File: config.mk
export PLATFORM = sky130hd
export DESIGN_NAME = pnsc_top
export DESIGN_NICKNAME = d
export VERILOG_FILES = /design/src/shared/pnsc_pkg.sv /design/src/rtl/pnsc_top.sv /design/src/rtl/pnsc_spreader.sv /design/src/rtl/pnsc_correlator.sv
export SDC_FILE = /design/constraint.sdc
export NUM_CORES = 2
export LEC_CHECK = 0
export BUFFER_PORTS_ARGS = -buffer_cell sky130_fd_sc_hd__buf_2
export CAP_MARGIN = 20
export CORE_UTILIZATION = 56
export CTS_CLUSTER_DIAMETER = 100
export DETAILED_ROUTE_END_ITERATION = 8
export GPL_ROUTABILITY_DRIVEN = 0
export PLACE_DENSITY = 0.68
export REMOVE_ABC_BUFFERS = 1
export SLEW_MARGIN = 25
export SYNTH_ARGS = -nofsm -noshare
export SYNTH_HDL_FRONTEND = slang
export SYNTH_SLANG_ARGS = --single-unit
File: constraint.sdc
create_clock -name i_clock -period 17.61 [get_ports i_clock]
set_clock_uncertainty 0.05 [all_clocks]
set_input_delay 3.522 -clock i_clock [delete_from_list [all_inputs] [get_ports i_clock]]
set_output_delay 3.522 -clock i_clock [all_outputs]
set_load 0.005 [all_outputs]
File: src/shared/pnsc_pkg.sv
// Constants, types and helpers for the PN spreading code unit.
// Assumes one 100 MHz clock and an APB master with 32-bit data.
////////////////////////////////////////////////////////////////////////
package pnsc_pkg;
   // Register byte addresses
   localparam logic [7:0] OFF_LEN_CFG = 8'h00;
   localparam logic [7:0] OFF_TX_HI = 8'h04;
   localparam logic [7:0] OFF_TX_LO = 8'h08;
   localparam logic [7:0] OFF_RX_HI = 8'h0c;
   localparam logic [7:0] OFF_RX_LO = 8'h10;
   localparam logic [7:0] OFF_RX_LEN = 8'h14;
   localparam logic [7:0] OFF_CTRL = 8'h18;
   localparam logic [7:0] OFF_STATUS = 8'h1c;
   localparam logic [7:0] OFF_THRESH = 8'h20;
   // Field positions
   localparam int LEN_SEL_LSB = 5;
   localparam int LEN_SEL_MSB = 6;
   localparam int LEN_CUST_MSB = 3;
   localparam int CTRL_TX_EN = 0;
   localparam int CTRL_RX_EN = 1;
   localparam int CTRL_ACQ_CLR = 2;
   localparam int STAT_ACQ = 0;
   localparam int STAT_TX_RUN = 1;
   localparam int STAT_EN_LSB = 16;
   // Reset values: eleven-chip Barker code, length select 00
   localparam logic [7:0] RST_LEN_CFG = 8'h00;
   localparam logic [7:0] RST_CODE_HI = 8'h07;
   localparam logic [7:0] RST_CODE_LO = 8'h12;
   localparam logic [7:0] RST_CTRL = 8'h00;
   localparam logic [15:0] RST_THRESH = 16'h0100;

   typedef logic [15:0] pnsc_code_t;
   typedef logic [4:0] pnsc_len_t;
   typedef logic signed [7:0] pnsc_smp_t;
   typedef logic signed [12:0] pnsc_corr_t;

   localparam pnsc_len_t LEN_MAX = 5'd16;
   localparam pnsc_len_t LEN_11 = 5'd11;
   localparam pnsc_len_t LEN_13 = 5'd13;

   typedef enum logic [1:0] {
      LSEL_11 = 2'b00,
      LSEL_13 = 2'b01,
      LSEL_16 = 2'b10,
      LSEL_CUSTOM = 2'b11
   } pnsc_len_sel_e;

   typedef struct packed {
      logic psel;
      logic penable;
      logic pwrite;
      logic [7:0] paddr;
      logic [31:0] pwdata;
   } pnsc_apb_req_s;

   typedef struct packed {
      logic pready;
      logic pslverr;
      logic [31:0] prdata;
   } pnsc_apb_rsp_s;

   typedef struct packed {
      logic valid;
      logic first;
      logic code_chip;
      logic spread;
   } pnsc_chip_s;

   typedef struct packed {
      logic valid;
      pnsc_smp_t i;
      pnsc_smp_t q;
   } pnsc_iq_s;

   typedef struct packed {
      logic valid;
      logic data;
   } pnsc_rxbit_s;

   // Length field decode; custom length is bits 3:0 plus one
   function automatic pnsc_len_t pnsc_len_decode(input logic [7:0] cfg);
      unique case (pnsc_len_sel_e'(cfg[LEN_SEL_MSB:LEN_SEL_LSB]))
         LSEL_11: return LEN_11;
         LSEL_13: return LEN_13;
         LSEL_16: return LEN_MAX;
         LSEL_CUSTOM: return 5'(cfg[LEN_CUST_MSB:0]) + 5'd1;
      endcase
   endfunction

   // Moves the low len bits to the top so the first chip is bit 15
   function automatic pnsc_code_t pnsc_align(input pnsc_code_t code,
                                             input pnsc_len_t len);
      return code << (LEN_MAX - len);
   endfunction

   // Sample weighted by a code chip: one keeps sign, zero negates
   function automatic pnsc_corr_t pnsc_term(input logic c, input pnsc_smp_t s);
      pnsc_corr_t w;
      w = 13'(s);
      return c ? w : -w;
   endfunction
endpackage

File: src/rtl/pnsc_top.sv
// PN spreading code unit: APB registers, transmit spreader, I/Q
// correlators, acquisition and aligned despreading.
// Assumes one 100 MHz clock, an APB master, and a BPSK modulator and
// sample source running on that same clock.
//
// The APB register port and the address map were chosen for this implementation.
`timescale 1ns/1ps
module pnsc_top (
   input wire logic i_clock,
   input wire logic i_rst_n,
   input wire pnsc_pkg::pnsc_apb_req_s i_apb,
   output pnsc_pkg::pnsc_apb_rsp_s o_apb,
   input wire logic i_tx_data,
   output logic o_tx_take,
   output pnsc_pkg::pnsc_chip_s o_tx_chip,
   input wire pnsc_pkg::pnsc_iq_s i_rx,
   output pnsc_pkg::pnsc_rxbit_s o_rx_bit,
   output logic o_acquired
);
   ////////////////////////////////////////////////////////////////////
   // Reset release through two flops; assertion is still immediate
   logic [1:0] rst_sync_ff;
   wire rst_n = rst_sync_ff[1];

   always_ff @(posedge i_clock or negedge i_rst_n) begin
      if (!i_rst_n) begin
         rst_sync_ff <= 2'b00;
      end else begin
         rst_sync_ff <= {rst_sync_ff[0], 1'b1};
      end
   end

   ////////////////////////////////////////////////////////////////////
   // Register storage
   logic [7:0] len_cfg_ff, tx_hi_ff, tx_lo_ff, rx_hi_ff, rx_lo_ff;
   logic [7:0] rx_len_ff, ctrl_ff;
   logic [15:0] thresh_ff;
   logic acq_ff;
   logic [13:0] energy_ff;
   logic tx_run;

   // APB phase decode
   wire setup = i_apb.psel && !i_apb.penable;
   wire access = i_apb.psel && i_apb.penable && o_apb.pready;
   wire wr = access && i_apb.pwrite;
   wire [7:0] wbyte = i_apb.pwdata[7:0];

   // Address decode
   wire hit_len = i_apb.paddr == pnsc_pkg::OFF_LEN_CFG;
   wire hit_txh = i_apb.paddr == pnsc_pkg::OFF_TX_HI;
   wire hit_txl = i_apb.paddr == pnsc_pkg::OFF_TX_LO;
   wire hit_rxh = i_apb.paddr == pnsc_pkg::OFF_RX_HI;
   wire hit_rxl = i_apb.paddr == pnsc_pkg::OFF_RX_LO;
   wire hit_rxn = i_apb.paddr == pnsc_pkg::OFF_RX_LEN;
   wire hit_ctl = i_apb.paddr == pnsc_pkg::OFF_CTRL;
   wire hit_sts = i_apb.paddr == pnsc_pkg::OFF_STATUS;
   wire hit_thr = i_apb.paddr == pnsc_pkg::OFF_THRESH;
   wire mapped = hit_len | hit_txh | hit_txl | hit_rxh | hit_rxl |
                 hit_rxn | hit_ctl | hit_sts | hit_thr;

   // Status word: acquisition, transmitter activity, last energy
   wire [31:0] status = {2'b00, energy_ff, 14'h0000, tx_run, acq_ff};

   // Read data selection; narrow registers sit in the low bits
   wire [31:0] rd_data =
      hit_len ? {24'h000000, len_cfg_ff} :
      hit_txh ? {24'h000000, tx_hi_ff} :
      hit_txl ? {24'h000000, tx_lo_ff} :
      hit_rxh ? {24'h000000, rx_hi_ff} :
      hit_rxl ? {24'h000000, rx_lo_ff} :
      hit_rxn ? {24'h000000, rx_len_ff} :
      hit_ctl ? {24'h000000, ctrl_ff} :
      hit_sts ? status :
      hit_thr ? {16'h0000, thresh_ff} : 32'h00000000;

   ////////////////////////////////////////////////////////////////////
   // APB answer: ready is raised for the cycle after setup, so every
   // transfer finishes in its first access cycle
   always_ff @(posedge i_clock or negedge rst_n) begin
      if (!rst_n) begin
         o_apb <= '0;
      end else begin
         o_apb.pready <= setup;
         o_apb.pslverr <= setup && !mapped;
         if (setup && !i_apb.pwrite) begin
            o_apb.prdata <= mapped ? rd_data : 32'h00000000;
         end
      end
   end

   // Code and length registers; each direction keeps its own pair
   always_ff @(posedge i_clock or negedge rst_n) begin
      if (!rst_n) begin
         len_cfg_ff <= pnsc_pkg::RST_LEN_CFG;
         tx_hi_ff <= pnsc_pkg::RST_CODE_HI;
         tx_lo_ff <= pnsc_pkg::RST_CODE_LO;
         rx_hi_ff <= pnsc_pkg::RST_CODE_HI;
         rx_lo_ff <= pnsc_pkg::RST_CODE_LO;
         rx_len_ff <= pnsc_pkg::RST_LEN_CFG;
      end else if (wr) begin
         if (hit_len) len_cfg_ff <= wbyte;
         if (hit_txh) tx_hi_ff <= wbyte;
         if (hit_txl) tx_lo_ff <= wbyte;
         if (hit_rxh) rx_hi_ff <= wbyte;
         if (hit_rxl) rx_lo_ff <= wbyte;
         if (hit_rxn) rx_len_ff <= wbyte;
      end
   end

   // Control and threshold; the clear bit is a pulse, never stored
   always_ff @(posedge i_clock or negedge rst_n) begin
      if (!rst_n) begin
         ctrl_ff <= pnsc_pkg::RST_CTRL;
         thresh_ff <= pnsc_pkg::RST_THRESH;
      end else if (wr) begin
         if (hit_ctl) ctrl_ff <= {wbyte[7:3], 1'b0, wbyte[1:0]};
         if (hit_thr) thresh_ff <= i_apb.pwdata[15:0];
      end
   end

   wire acq_clr = wr && hit_ctl && wbyte[pnsc_pkg::CTRL_ACQ_CLR];
   wire tx_en = ctrl_ff[pnsc_pkg::CTRL_TX_EN];
   wire rx_en = ctrl_ff[pnsc_pkg::CTRL_RX_EN];

   // Code words and decoded lengths for both directions
   wire pnsc_pkg::pnsc_code_t tx_code = {tx_hi_ff, tx_lo_ff};
   wire pnsc_pkg::pnsc_code_t rx_code = {rx_hi_ff, rx_lo_ff};
   wire pnsc_pkg::pnsc_len_t tx_len = pnsc_pkg::pnsc_len_decode(len_cfg_ff);
   wire pnsc_pkg::pnsc_len_t rx_len = pnsc_pkg::pnsc_len_decode(rx_len_ff);

   ////////////////////////////////////////////////////////////////////
   // Transmit chain: any loaded pattern, m-sequence, Barker or Willard
   // code goes out unchanged, one chip per clock
   pnsc_spreader u_spreader (
      .i_clock(i_clock),
      .i_rst_n(rst_n),
      .i_enable(tx_en),
      .i_code(tx_code),
      .i_len(tx_len),
      .i_data(i_tx_data),
      .o_take(o_tx_take),
      .o_run(tx_run),
      .o_chip(o_tx_chip)
   );

   ////////////////////////////////////////////////////////////////////
   // Receive: one matched filter per channel
   logic ci_valid, cq_valid;
   pnsc_pkg::pnsc_corr_t corr_i, corr_q;

   pnsc_correlator u_corr_i (
      .i_clock(i_clock),
      .i_rst_n(rst_n),
      .i_valid(i_rx.valid),
      .i_smp(i_rx.i),
      .i_code(rx_code),
      .i_len(rx_len),
      .o_valid(ci_valid),
      .o_corr(corr_i)
   );

   pnsc_correlator u_corr_q (
      .i_clock(i_clock),
      .i_rst_n(rst_n),
      .i_valid(i_rx.valid),
      .i_smp(i_rx.q),
      .i_code(rx_code),
      .i_len(rx_len),
      .o_valid(cq_valid),
      .o_corr(corr_q)
   );

   // Magnitude of a correlation result
   function automatic logic [12:0] mag(input pnsc_pkg::pnsc_corr_t c);
      return c[12] ? 13'(-c) : 13'(c);
   endfunction

   // Noncoherent energy; carrier phase is unknown before acquisition
   wire [13:0] energy = {1'b0, mag(corr_i)} + {1'b0, mag(corr_q)};
   wire detect = ci_valid && rx_en && !acq_ff && ({2'b00, energy} >= thresh_ff);

   ////////////////////////////////////////////////////////////////////
   // Sample pipeline: holds the sample whose correlation is now visible
   pnsc_pkg::pnsc_iq_s rxd_ff;

   always_ff @(posedge i_clock or negedge rst_n) begin
      if (!rst_n) begin
         rxd_ff <= '0;
      end else begin
         rxd_ff <= i_rx;
      end
   end

   // Last correlation energy kept for software, taken on every valid result
   always_ff @(posedge i_clock or negedge rst_n) begin
      if (!rst_n) begin
         energy_ff <= 14'h0000;
      end else if (ci_valid) begin
         energy_ff <= energy;
      end
   end

   ////////////////////////////////////////////////////////////////////
   // Acquisition flag; a detection in the clear cycle still wins
   always_ff @(posedge i_clock or negedge rst_n) begin
      if (!rst_n) begin
         acq_ff <= 1'b0;
      end else if (detect) begin
         acq_ff <= 1'b1;
      end else if (acq_clr || !rx_en) begin
         acq_ff <= 1'b0;
      end
   end

   // Local code generator and integrator, started at the peak
   pnsc_pkg::pnsc_code_t lcode_ff;
   pnsc_pkg::pnsc_len_t rcnt_ff;
   pnsc_pkg::pnsc_corr_t acc_ff;
   wire rx_step = acq_ff && rxd_ff.valid;
   wire rx_last = rcnt_ff == rx_len - 5'd1;
   wire pnsc_pkg::pnsc_corr_t acc_nxt = acc_ff + pnsc_pkg::pnsc_term(lcode_ff[15], rxd_ff.i);

   always_ff @(posedge i_clock or negedge rst_n) begin
      if (!rst_n) begin
         lcode_ff <= 16'h0000;
         rcnt_ff <= 5'h00;
         acc_ff <= '0;
      end else if (detect || (rx_step && rx_last)) begin
         lcode_ff <= pnsc_pkg::pnsc_align(rx_code, rx_len);
         rcnt_ff <= 5'h00;
         acc_ff <= '0;
      end else if (rx_step) begin
         lcode_ff <= lcode_ff << 1;
         rcnt_ff <= rcnt_ff + 5'd1;
         acc_ff <= acc_nxt;
      end
   end

   // Decided bit: positive sum means the data bit was zero
   always_ff @(posedge i_clock or negedge rst_n) begin
      if (!rst_n) begin
         o_rx_bit <= '0;
         o_acquired <= 1'b0;
      end else begin
         o_rx_bit.valid <= rx_step && rx_last;
         o_rx_bit.data <= (rx_step && rx_last) ? acc_nxt[12] : o_rx_bit.data;
         o_acquired <= acq_ff;
      end
   end
endmodule

File: src/rtl/pnsc_spreader.sv
// Transmit chip generator: loads the code, shifts it out, XORs data.
// Assumes a synchronous reset copy and same-clock data input.
`timescale 1ns/1ps
module pnsc_spreader (
   input wire logic i_clock,
   input wire logic i_rst_n,
   input wire logic i_enable,
   input wire pnsc_pkg::pnsc_code_t i_code,
   input wire pnsc_pkg::pnsc_len_t i_len,
   input wire logic i_data,
   output logic o_take,
   output logic o_run,
   output pnsc_pkg::pnsc_chip_s o_chip
);
   pnsc_pkg::pnsc_code_t shift_ff, code_ff;
   pnsc_pkg::pnsc_len_t cnt_ff, len_ff;
   logic run_ff, data_ff;
   wire last = run_ff && (cnt_ff == len_ff - 5'd1);
   wire load = i_enable && (!run_ff || last);

   ////////////////////////////////////////////////////////////////////
   // Shift register; a new symbol only starts on a boundary
   always_ff @(posedge i_clock or negedge i_rst_n) begin
      if (!i_rst_n) begin
         shift_ff <= 16'h0000;
         code_ff <= 16'h0000;
         cnt_ff <= 5'h00;
         len_ff <= 5'h10;
         run_ff <= 1'b0;
         data_ff <= 1'b0;
      end else if (load) begin
         shift_ff <= pnsc_pkg::pnsc_align(i_code, i_len);
         code_ff <= i_code;
         cnt_ff <= 5'h00;
         len_ff <= i_len;
         run_ff <= 1'b1;
         data_ff <= i_data;
      end else if (run_ff) begin
         shift_ff <= shift_ff << 1;
         cnt_ff <= cnt_ff + 5'd1;
         run_ff <= !last;
      end
   end

   // Registered chip output, one chip per clock
   always_ff @(posedge i_clock or negedge i_rst_n) begin
      if (!i_rst_n) begin
         o_chip <= '0;
         o_take <= 1'b0;
         o_run <= 1'b0;
      end else begin
         o_chip.valid <= run_ff;
         o_chip.first <= run_ff && (cnt_ff == 5'h00);
         o_chip.code_chip <= shift_ff[15];
         o_chip.spread <= shift_ff[15] ^ data_ff;
         o_take <= load;
         o_run <= run_ff;
      end
   end
endmodule

File: src/rtl/pnsc_correlator.sv
// Parallel matched filter for one real channel over up to 16 chips.
// Assumes samples arrive on the same clock with a valid qualifier.
`timescale 1ns/1ps
module pnsc_correlator (
   input wire logic i_clock,
   input wire logic i_rst_n,
   input wire logic i_valid,
   input wire pnsc_pkg::pnsc_smp_t i_smp,
   input wire pnsc_pkg::pnsc_code_t i_code,
   input wire pnsc_pkg::pnsc_len_t i_len,
   output logic o_valid,
   output pnsc_pkg::pnsc_corr_t o_corr
);
   pnsc_pkg::pnsc_smp_t line_ff [15];
   pnsc_pkg::pnsc_corr_t sum;

   ////////////////////////////////////////////////////////////////////
   // Tap 0 is the newest sample and meets the last chip (code bit 0)
   always_comb begin
      sum = '0;
      for (int k = 0; k < 16; k++) begin
         if (5'(k) < i_len) begin
            sum = sum + pnsc_pkg::pnsc_term(i_code[k], (k == 0) ? i_smp : line_ff[k-1]);
         end
      end
   end

   // Delay line and registered result
   always_ff @(posedge i_clock or negedge i_rst_n) begin
      if (!i_rst_n) begin
         for (int k = 0; k < 15; k++) begin
            line_ff[k] <= 8'h00;
         end
         o_valid <= 1'b0;
         o_corr <= '0;
      end else begin
         o_valid <= i_valid;
         if (i_valid) begin
            line_ff[0] <= i_smp;
            for (int k = 1; k < 15; k++) begin
               line_ff[k] <= line_ff[k-1];
            end
            o_corr <= sum;
         end
      end
   end
endmodule

Yosys cells after proc, flatten, opt, wreduce, memory -nomap -nowiden
Cells that the tools add are included.
Widths: inputs -> output; s select.
{"block": "word_totals", "register_bits": 467, "in_bits": 63}
{"block": "classes", "eq_ne": 16, "n_mux": 93, "add_sub_neg": 75, "n_reduce_logical": 41, "magnitude_cmp": 17, "n_shift": 2, "bitwise_logic": 9}
{"op": "$mux 13", "count": 69}
{"op": "$neg 8->13", "count": 33}
{"op": "$add 13x13->13", "count": 31}
{"op": "$mux 30", "count": 9}
{"op": "$mux 16", "count": 5}
{"op": "$lt 4x5->1 const A", "count": 8}
{"op": "$pmux 5 s4", "count": 2}
{"op": "$eq 8x5->1 const B", "count": 4}
{"op": "$shl 16x5->16", "count": 2}
{"op": "$neg 13->13", "count": 2}
{"op": "$lt 3x5->1 const A", "count": 4}
{"op": "$mux 5", "count": 4}
{"op": "$eq 8x4->1 const B", "count": 2}
{"op": "$ge 14x16->1", "count": 1}
{"op": "$logic_and 1x1->1", "count": 16}
{"op": "$reduce_and 2->1", "count": 8}
{"op": "$add 13x13->14", "count": 1}
{"op": "$add 4x1->5 const B", "count": 2}
{"op": "$add 5x1->5 const B", "count": 2}
{"op": "$eq 5x5->1", "count": 2}
{"op": "$lt 1x5->1 const A", "count": 2}
{"op": "$lt 2x5->1 const A", "count": 2}
{"op": "$sub 5x1->5 const B", "count": 2}
{"op": "$sub 5x5->5 const A", "count": 2}
{"op": "other kinds (13)", "count": 38}

Depth between registers and ports, before layout
{"block": "logic_depth", "ltp_word": 34, "depth_mapped": 108}

Modules after synthesis
From an unflattened synthesis, not the netlist that was laid out.
{"block": "unflattened", "cells_unflattened": 5952, "area_unflattened_um2": 49681.4}
{"mod": "pnsc_correlator at u_corr_i", "area_per_inst_um2": 18751.7, "n_inst": 1, "cells_per_inst": 2410, "seq_area_each_um2": 3353.2}
{"mod": "pnsc_correlator at u_corr_q", "area_per_inst_um2": 18283.8, "n_inst": 1, "cells_per_inst": 2302, "seq_area_each_um2": 3353.2}
{"mod": "pnsc_top", "area_per_inst_um2": 10227.3, "n_inst": 1, "cells_per_inst": 1004, "seq_area_each_um2": 4167.7}
{"mod": "pnsc_spreader", "area_per_inst_um2": 2418.6, "n_inst": 1, "cells_per_inst": 236, "seq_area_each_um2": 827.0}

Worst setup path after synthesis
No wires, ideal clock.
{"block": "synth_path", "path_kind": "input to register", "from": "input i_rx[8] in the netlist's numbering", "to": "register u_corr_i.o_corr[12]", "slack_ps": -3547, "n_path_buf": 2, "arrival_time_ps": 20970, "setup_time_ps": 137, "stages": 95, "path_cell_list": "inv_1 > ha_1 > or3b_1 > a211oi_1 > nor2_1 > ha_1 > and3_1 > a22oi_1 > and2_1 > mux2_4 > ha_1 > a21oi_1 > o21ai_0 > a31oi_1 > xor2_1 > nor2_1 > a21o_1 > ha_1 > (+59 left out) > a221o_1 > ha_1 > a21oi_1 > o21ai_0 > xor2_1 > a211oi_1 > a31oi_1 > xnor2_1 > xnor2_1 > xnor2_1 > xnor2_1 > xnor2_1 > xnor2_1 > xnor2_1 > xnor2_1 > xnor2_1 > xnor2_1 > a21oi_1"}
{"block": "synth_between", "elab_chain_len": 33}
{"element": "start, declared", "line": "pnsc_top.sv:16", "source": "input wire pnsc_pkg::pnsc_iq_s i_rx,"}
{"element": "$neg 8->13", "line": "pnsc_pkg.sv:100", "source": "return c ? w : -w;"}
{"element": "$mux 13 (*)", "line": "pnsc_pkg.sv:100"}
{"element": "$mux 13 (*)", "line": "pnsc_correlator.sv:22", "source": "if (5'(k) < i_len) begin"}
{"element": "$add 13x13->13", "line": "pnsc_correlator.sv:23", "source": "sum = sum + pnsc_pkg::pnsc_term(i_code[k], (k == 0) ? i_smp : line_ff[k-1]);"}
{"element": "$mux 13 (*)", "line": "pnsc_correlator.sv:22"}
{"element": "$add 13x13->13", "line": "pnsc_correlator.sv:23"}
{"element": "$mux 13 (*)", "line": "pnsc_correlator.sv:22"}
{"element": "$add 13x13->13", "line": "pnsc_correlator.sv:23"}
{"element": "(+17 left out)"}
{"element": "$add 13x13->13", "line": "pnsc_correlator.sv:23"}
{"element": "$mux 13 (*)", "line": "pnsc_correlator.sv:22"}
{"element": "$add 13x13->13", "line": "pnsc_correlator.sv:23"}
{"element": "$mux 13 (*)", "line": "pnsc_correlator.sv:22"}
{"element": "$add 13x13->13", "line": "pnsc_correlator.sv:23"}
{"element": "$mux 13 (*)", "line": "pnsc_correlator.sv:22"}
{"element": "$add 13x13->13", "line": "pnsc_correlator.sv:23"}
{"element": "$mux 13 (*)", "line": "pnsc_correlator.sv:22"}
{"element": "end signal, assigned", "line": "pnsc_correlator.sv:43", "source": "o_corr <= sum;"}
{"element": "end, declared", "line": "pnsc_correlator.sv:12", "source": "output pnsc_pkg::pnsc_corr_t o_corr"}
Every way passes the cells marked *; elsewhere a longest branch is shown, timed or not.
A chain may end at the register's enable or synchronous reset.

Final worst setup path
{"block": "layout_path", "from": "input i_rx[0] in the netlist's numbering", "to": "register u_corr_q.o_corr[11]"}
{"block": "layout_between", "elab_chain_len": 33}
{"element": "$neg 8->13", "line": "pnsc_pkg.sv:100"}
{"element": "$mux 13 (*)", "line": "pnsc_pkg.sv:100"}
{"element": "$mux 13 (*)", "line": "pnsc_correlator.sv:22"}
{"element": "$add 13x13->13", "line": "pnsc_correlator.sv:23"}
{"element": "$mux 13 (*)", "line": "pnsc_correlator.sv:22"}
{"element": "$add 13x13->13", "line": "pnsc_correlator.sv:23"}
{"element": "$mux 13 (*)", "line": "pnsc_correlator.sv:22"}
{"element": "$add 13x13->13", "line": "pnsc_correlator.sv:23"}
{"element": "(+17 left out)"}
{"element": "$add 13x13->13", "line": "pnsc_correlator.sv:23"}
{"element": "$mux 13 (*)", "line": "pnsc_correlator.sv:22"}
{"element": "$add 13x13->13", "line": "pnsc_correlator.sv:23"}
{"element": "$mux 13 (*)", "line": "pnsc_correlator.sv:22"}
{"element": "$add 13x13->13", "line": "pnsc_correlator.sv:23"}
{"element": "$mux 13 (*)", "line": "pnsc_correlator.sv:22"}
{"element": "$add 13x13->13", "line": "pnsc_correlator.sv:23"}
{"element": "$mux 13 (*)", "line": "pnsc_correlator.sv:22"}
{"element": "end signal, assigned", "line": "pnsc_correlator.sv:43"}
{"element": "end, declared", "line": "pnsc_correlator.sv:12"}
Marked as above.

==> results.sh <==
export IMPL_die_x_um=295.4
export IMPL_final_area_um2=62900
export IMPL_dieArea_um2=87260
export IMPL_path_buf_inv=32
export IMPL_wl_met2_mm=73.51
export IMPL_cts_htree_levels=2
export IMPL_cts_sinks=465
export IMPL_drive_above_1_share=0.3317
export IMPL_initial_core_util=0.5653
export IMPL_yosys_area_share_simple=0.1514
export IMPL_syn_area_per_cell_um2=8.393
export IMPL_antenna_found_initial=0
export IMPL_hold_class="register to async pin"
export IMPL_root_buffer="clkbuf_16"
export IMPL_die_y_um=295.4
export IMPL_rsz0062_at_grt="yes"
export IMPL_first_iter_violations=3386
export IMPL_wl_met3_mm=9.384
export IMPL_synthTopCellsByCount="nor2_1 (508), a21oi_1 (502), nand2_1 (502)"
export IMPL_critPathKind="primary input to register"
export IMPL_wirelength_mm=156.5
export IMPL_crit_fanout=4
export IMPL_grt_overflow=0
export IMPL_clk_pin_slew_ns=0.07
export IMPL_dp_hpwl_mm=111.9
export IMPL_yosysTopAreaCellShare=0.2351
export IMPL_cp_data_arrival_time_ns=21.63
export IMPL_portBuffers=86
export IMPL_via_count=47450
export IMPL_violations="negative setup slack"
export IMPL_synth_cell_area_um2=48210
export IMPL_fin_nets=7356
export IMPL_synth_top_family_by_area="compound AO/OA/AOI/OAI gates"
export IMPL_cts_buffers_inserted=58
export IMPL_yosysWarnings=0
export IMPL_cts_max_path_buffers=3
export IMPL_worst_slew_pin_slew_ns=1.025
export IMPL_dpl_cell_area_um2=56710
export IMPL_ff_latch_area_um2=11650
export IMPL_core_area_um2=85280
export IMPL_drt_met1_wl_mm=65.69
export IMPL_critPathTopFamily="adder cells"
export IMPL_status="finished with violations"
export IMPL_fin_crit_sh=1.198
export IMPL_fill_cells=6243
export IMPL_grt_total_usage=0.3415
export IMPL_slew_viol_final=0
export IMPL_post_route_min_period_ns=21.10
export IMPL_ys_flop_type="dfrtp_1"
export IMPL_synth_edf_count=0
export IMPL_max_freq_mhz=47.39
export IMPL_syn2layout_area_growth_pct=30.47
export IMPL_yosysTopAreaCell="dfrtp_1"
export IMPL_pin_count=105
export IMPL_hold_viol_final=0
export IMPL_fin_ws_ns=-3.493
export IMPL_antenna_left=0
export IMPL_max_stage_delay_ns=0.41
export IMPL_synthMuxAreaShare=0.1270
export IMPL_crit_path_start_kind="primary input"
export IMPL_via_per_inst=5.914
export IMPL_crit_path_end_kind="register"
export IMPL_seq_area_frac_synth=0.2417
export IMPL_critPathSlowestCell="or3_1"
export IMPL_dr_pass1_iters=6
export IMPL_cts_tree="done"
export IMPL_synth_cells=5744
export IMPL_grt_max_degree=167
export IMPL_grt_pass1_vias=46500
export IMPL_multi_input_area_um2=36840
export IMPL_cp_common_cell="buf_6"
export IMPL_relSlewSlack=0.3167
export IMPL_grt_pass1_wl_mm=240.5
export IMPL_synth_cell_type_count=116
export IMPL_critPathRequiredTime_ns=18.14
export IMPL_cap_viol_max_count=0
export IMPL_async_flop_share=1.000
export IMPL_synth_fa_ha_area_frac=0.1250
export IMPL_synth_compound_area_share=0.1875
export IMPL_synth_most_common_cell="nor2_1"
export IMPL_synth_area_leaders="dfrtp_1 (24%), ha_1 (11%), mux2_2 (10%)"
export IMPL_clk_latency_ns=0.70
export IMPL_rows=107
export IMPL_routedWlPerCell_um=19.50
export IMPL_drc=0
export IMPL_routed_top_layer="met4"
export IMPL_synth_xor_area_frac=0.1195
export IMPL_ys_ff_latch=465
export IMPL_setup_viol=9
==> logic make-up (layout without fill, tap and decap cells) <==
family                   Yosys count  in the layout
XOR/XNOR                         628            628
AND/OR/NAND/NOR                 1585           1585
buffers and inverters            601           1735
flip-flops                       465            465
AO/OA/AOI/OAI                   1443           1443
adder cells (fa/ha/maj)          467            467
multiplexers                     553            553
other                              2              4
==> metal layers <==
layer | GRT usage | up-vias
met4 | 0.1439 | 0
met2 | 0.5741 | 1578
met1 | 0.4351 | 22950
met5 | 0 | -
met3 | 0.05217 | 454
li1 | - | 22470
==> area by class of cell <==
type,instances,area share
well taps,1144,0.02276
clock buffers,83,0.02711
inverters,348,0.02093
diodes,1,0.00003979
flip-flops and latches,465,0.1853
multi-input cells,4679,0.5857
repair buffers,1278,0.1526
clock inverters,26,0.005590
==> repair_timing <==
item / in CTS / in global routing
hold buffers: 0 / 0
pin swaps: 226 / 238
gates resized for setup: 253 / 274
setup endpoints to repair: 13 / 16
setup buffers: 113 / 78
==> cells in the final DEF, fill, tap and decap left out, types with 88 or more instances in the layout <==
| cell type | n |
|---|---|
| mux2_2 | 433 |
| xor2_1 | 236 |
| inv_1 | 329 |
| mux2i_1 | 99 |
| a21oi_1 | 410 |
| ha_1 | 368 |
| buf_4 | 1149 |
| nand2_1 | 489 |
| xnor2_1 | 312 |
| nor3_1 | 134 |
| a21o_1 | 127 |
| dfrtp_1 | 452 |
| o21ai_0 | 263 |
| nor2_1 | 495 |
| o21bai_1 | 91 |
| nand3_1 | 88 |
==> worst register-to-register path: cells and delay by family (launching register included) <==
| kind | cells | cell delay [ns] |
|---|---|---|
| buffers and inverters | 11 | 1.46 |
| AOI/OAI and AO/OA | 27 | 5.44 |
| xor gates and xnor gates | 24 | 4.18 |
| muxes | 3 | 0.87 |
| adders and majority gates | 16 | 4.56 |
| and+or+nand+nor | 20 | 2.36 |
| DFF | 1 | 0.38 |
==> flip-flops by register name (all words and copies together) (netlist names), 13 cells and up <==
| name | count |
|---|---|
| u_corr_q.line_ff | 120 |
| acc_ff | 13 |
| thresh_ff | 16 |
| u_corr_i.line_ff | 120 |
| u_spreader.shift_ff | 16 |
| u_corr_q.o_corr | 13 |
| energy_ff | 14 |
| u_corr_i.o_corr | 13 |
| lcode_ff | 16 |
| o_apb | 32 |
==> path summary, 6_finish.rpt <==
path	start	slack, ns	cells past startpoint	end
max	i_rx[0]	-3.49	108	u_corr_q.o_corr[11]
min	rst_sync_ff[1]	0.29	0	u_corr_q.line_ff[30]
max reg2reg	rx_len_ff[0]	-1.86	101	u_corr_i.o_corr[12]
min reg2reg	rst_sync_ff[1]	0.29	0	u_corr_q.line_ff[30]
max in group asynchronous	i_rst_n	14.81	1	rst_sync_ff[1]
min in group i_clock	rst_sync_ff[0]	0.30	0	rst_sync_ff[1]
==> through the flow <==
| stage | setup WS (ns) | hold WS (ns) | setup TNS, ns | utilization | instances |
|---|---|---|---|---|---|
| floorplan | -3.678 | 0.2812 | -16.57 | - | 5492 |
| global placement | -4.562 | 0.2880 | -23.84 | 0.6649 | 7726 |
| detailed placement | -5.024 | 0.2847 | -30.21 | 0.6650 | 7726 |
| CTS | -2.945 | 0.2969 | -7.722 | 0.7145 | 7945 |
| global route | -4.379 | 0.3057 | -24.76 | 0.7375 | 8023 |
| finish | -3.493 | 0.2950 | -17.18 | 0.7375 | 8024 |
Power is not shown: default switching activity piles up to over one toggle a cycle in this logic, so the estimate is an artifact.
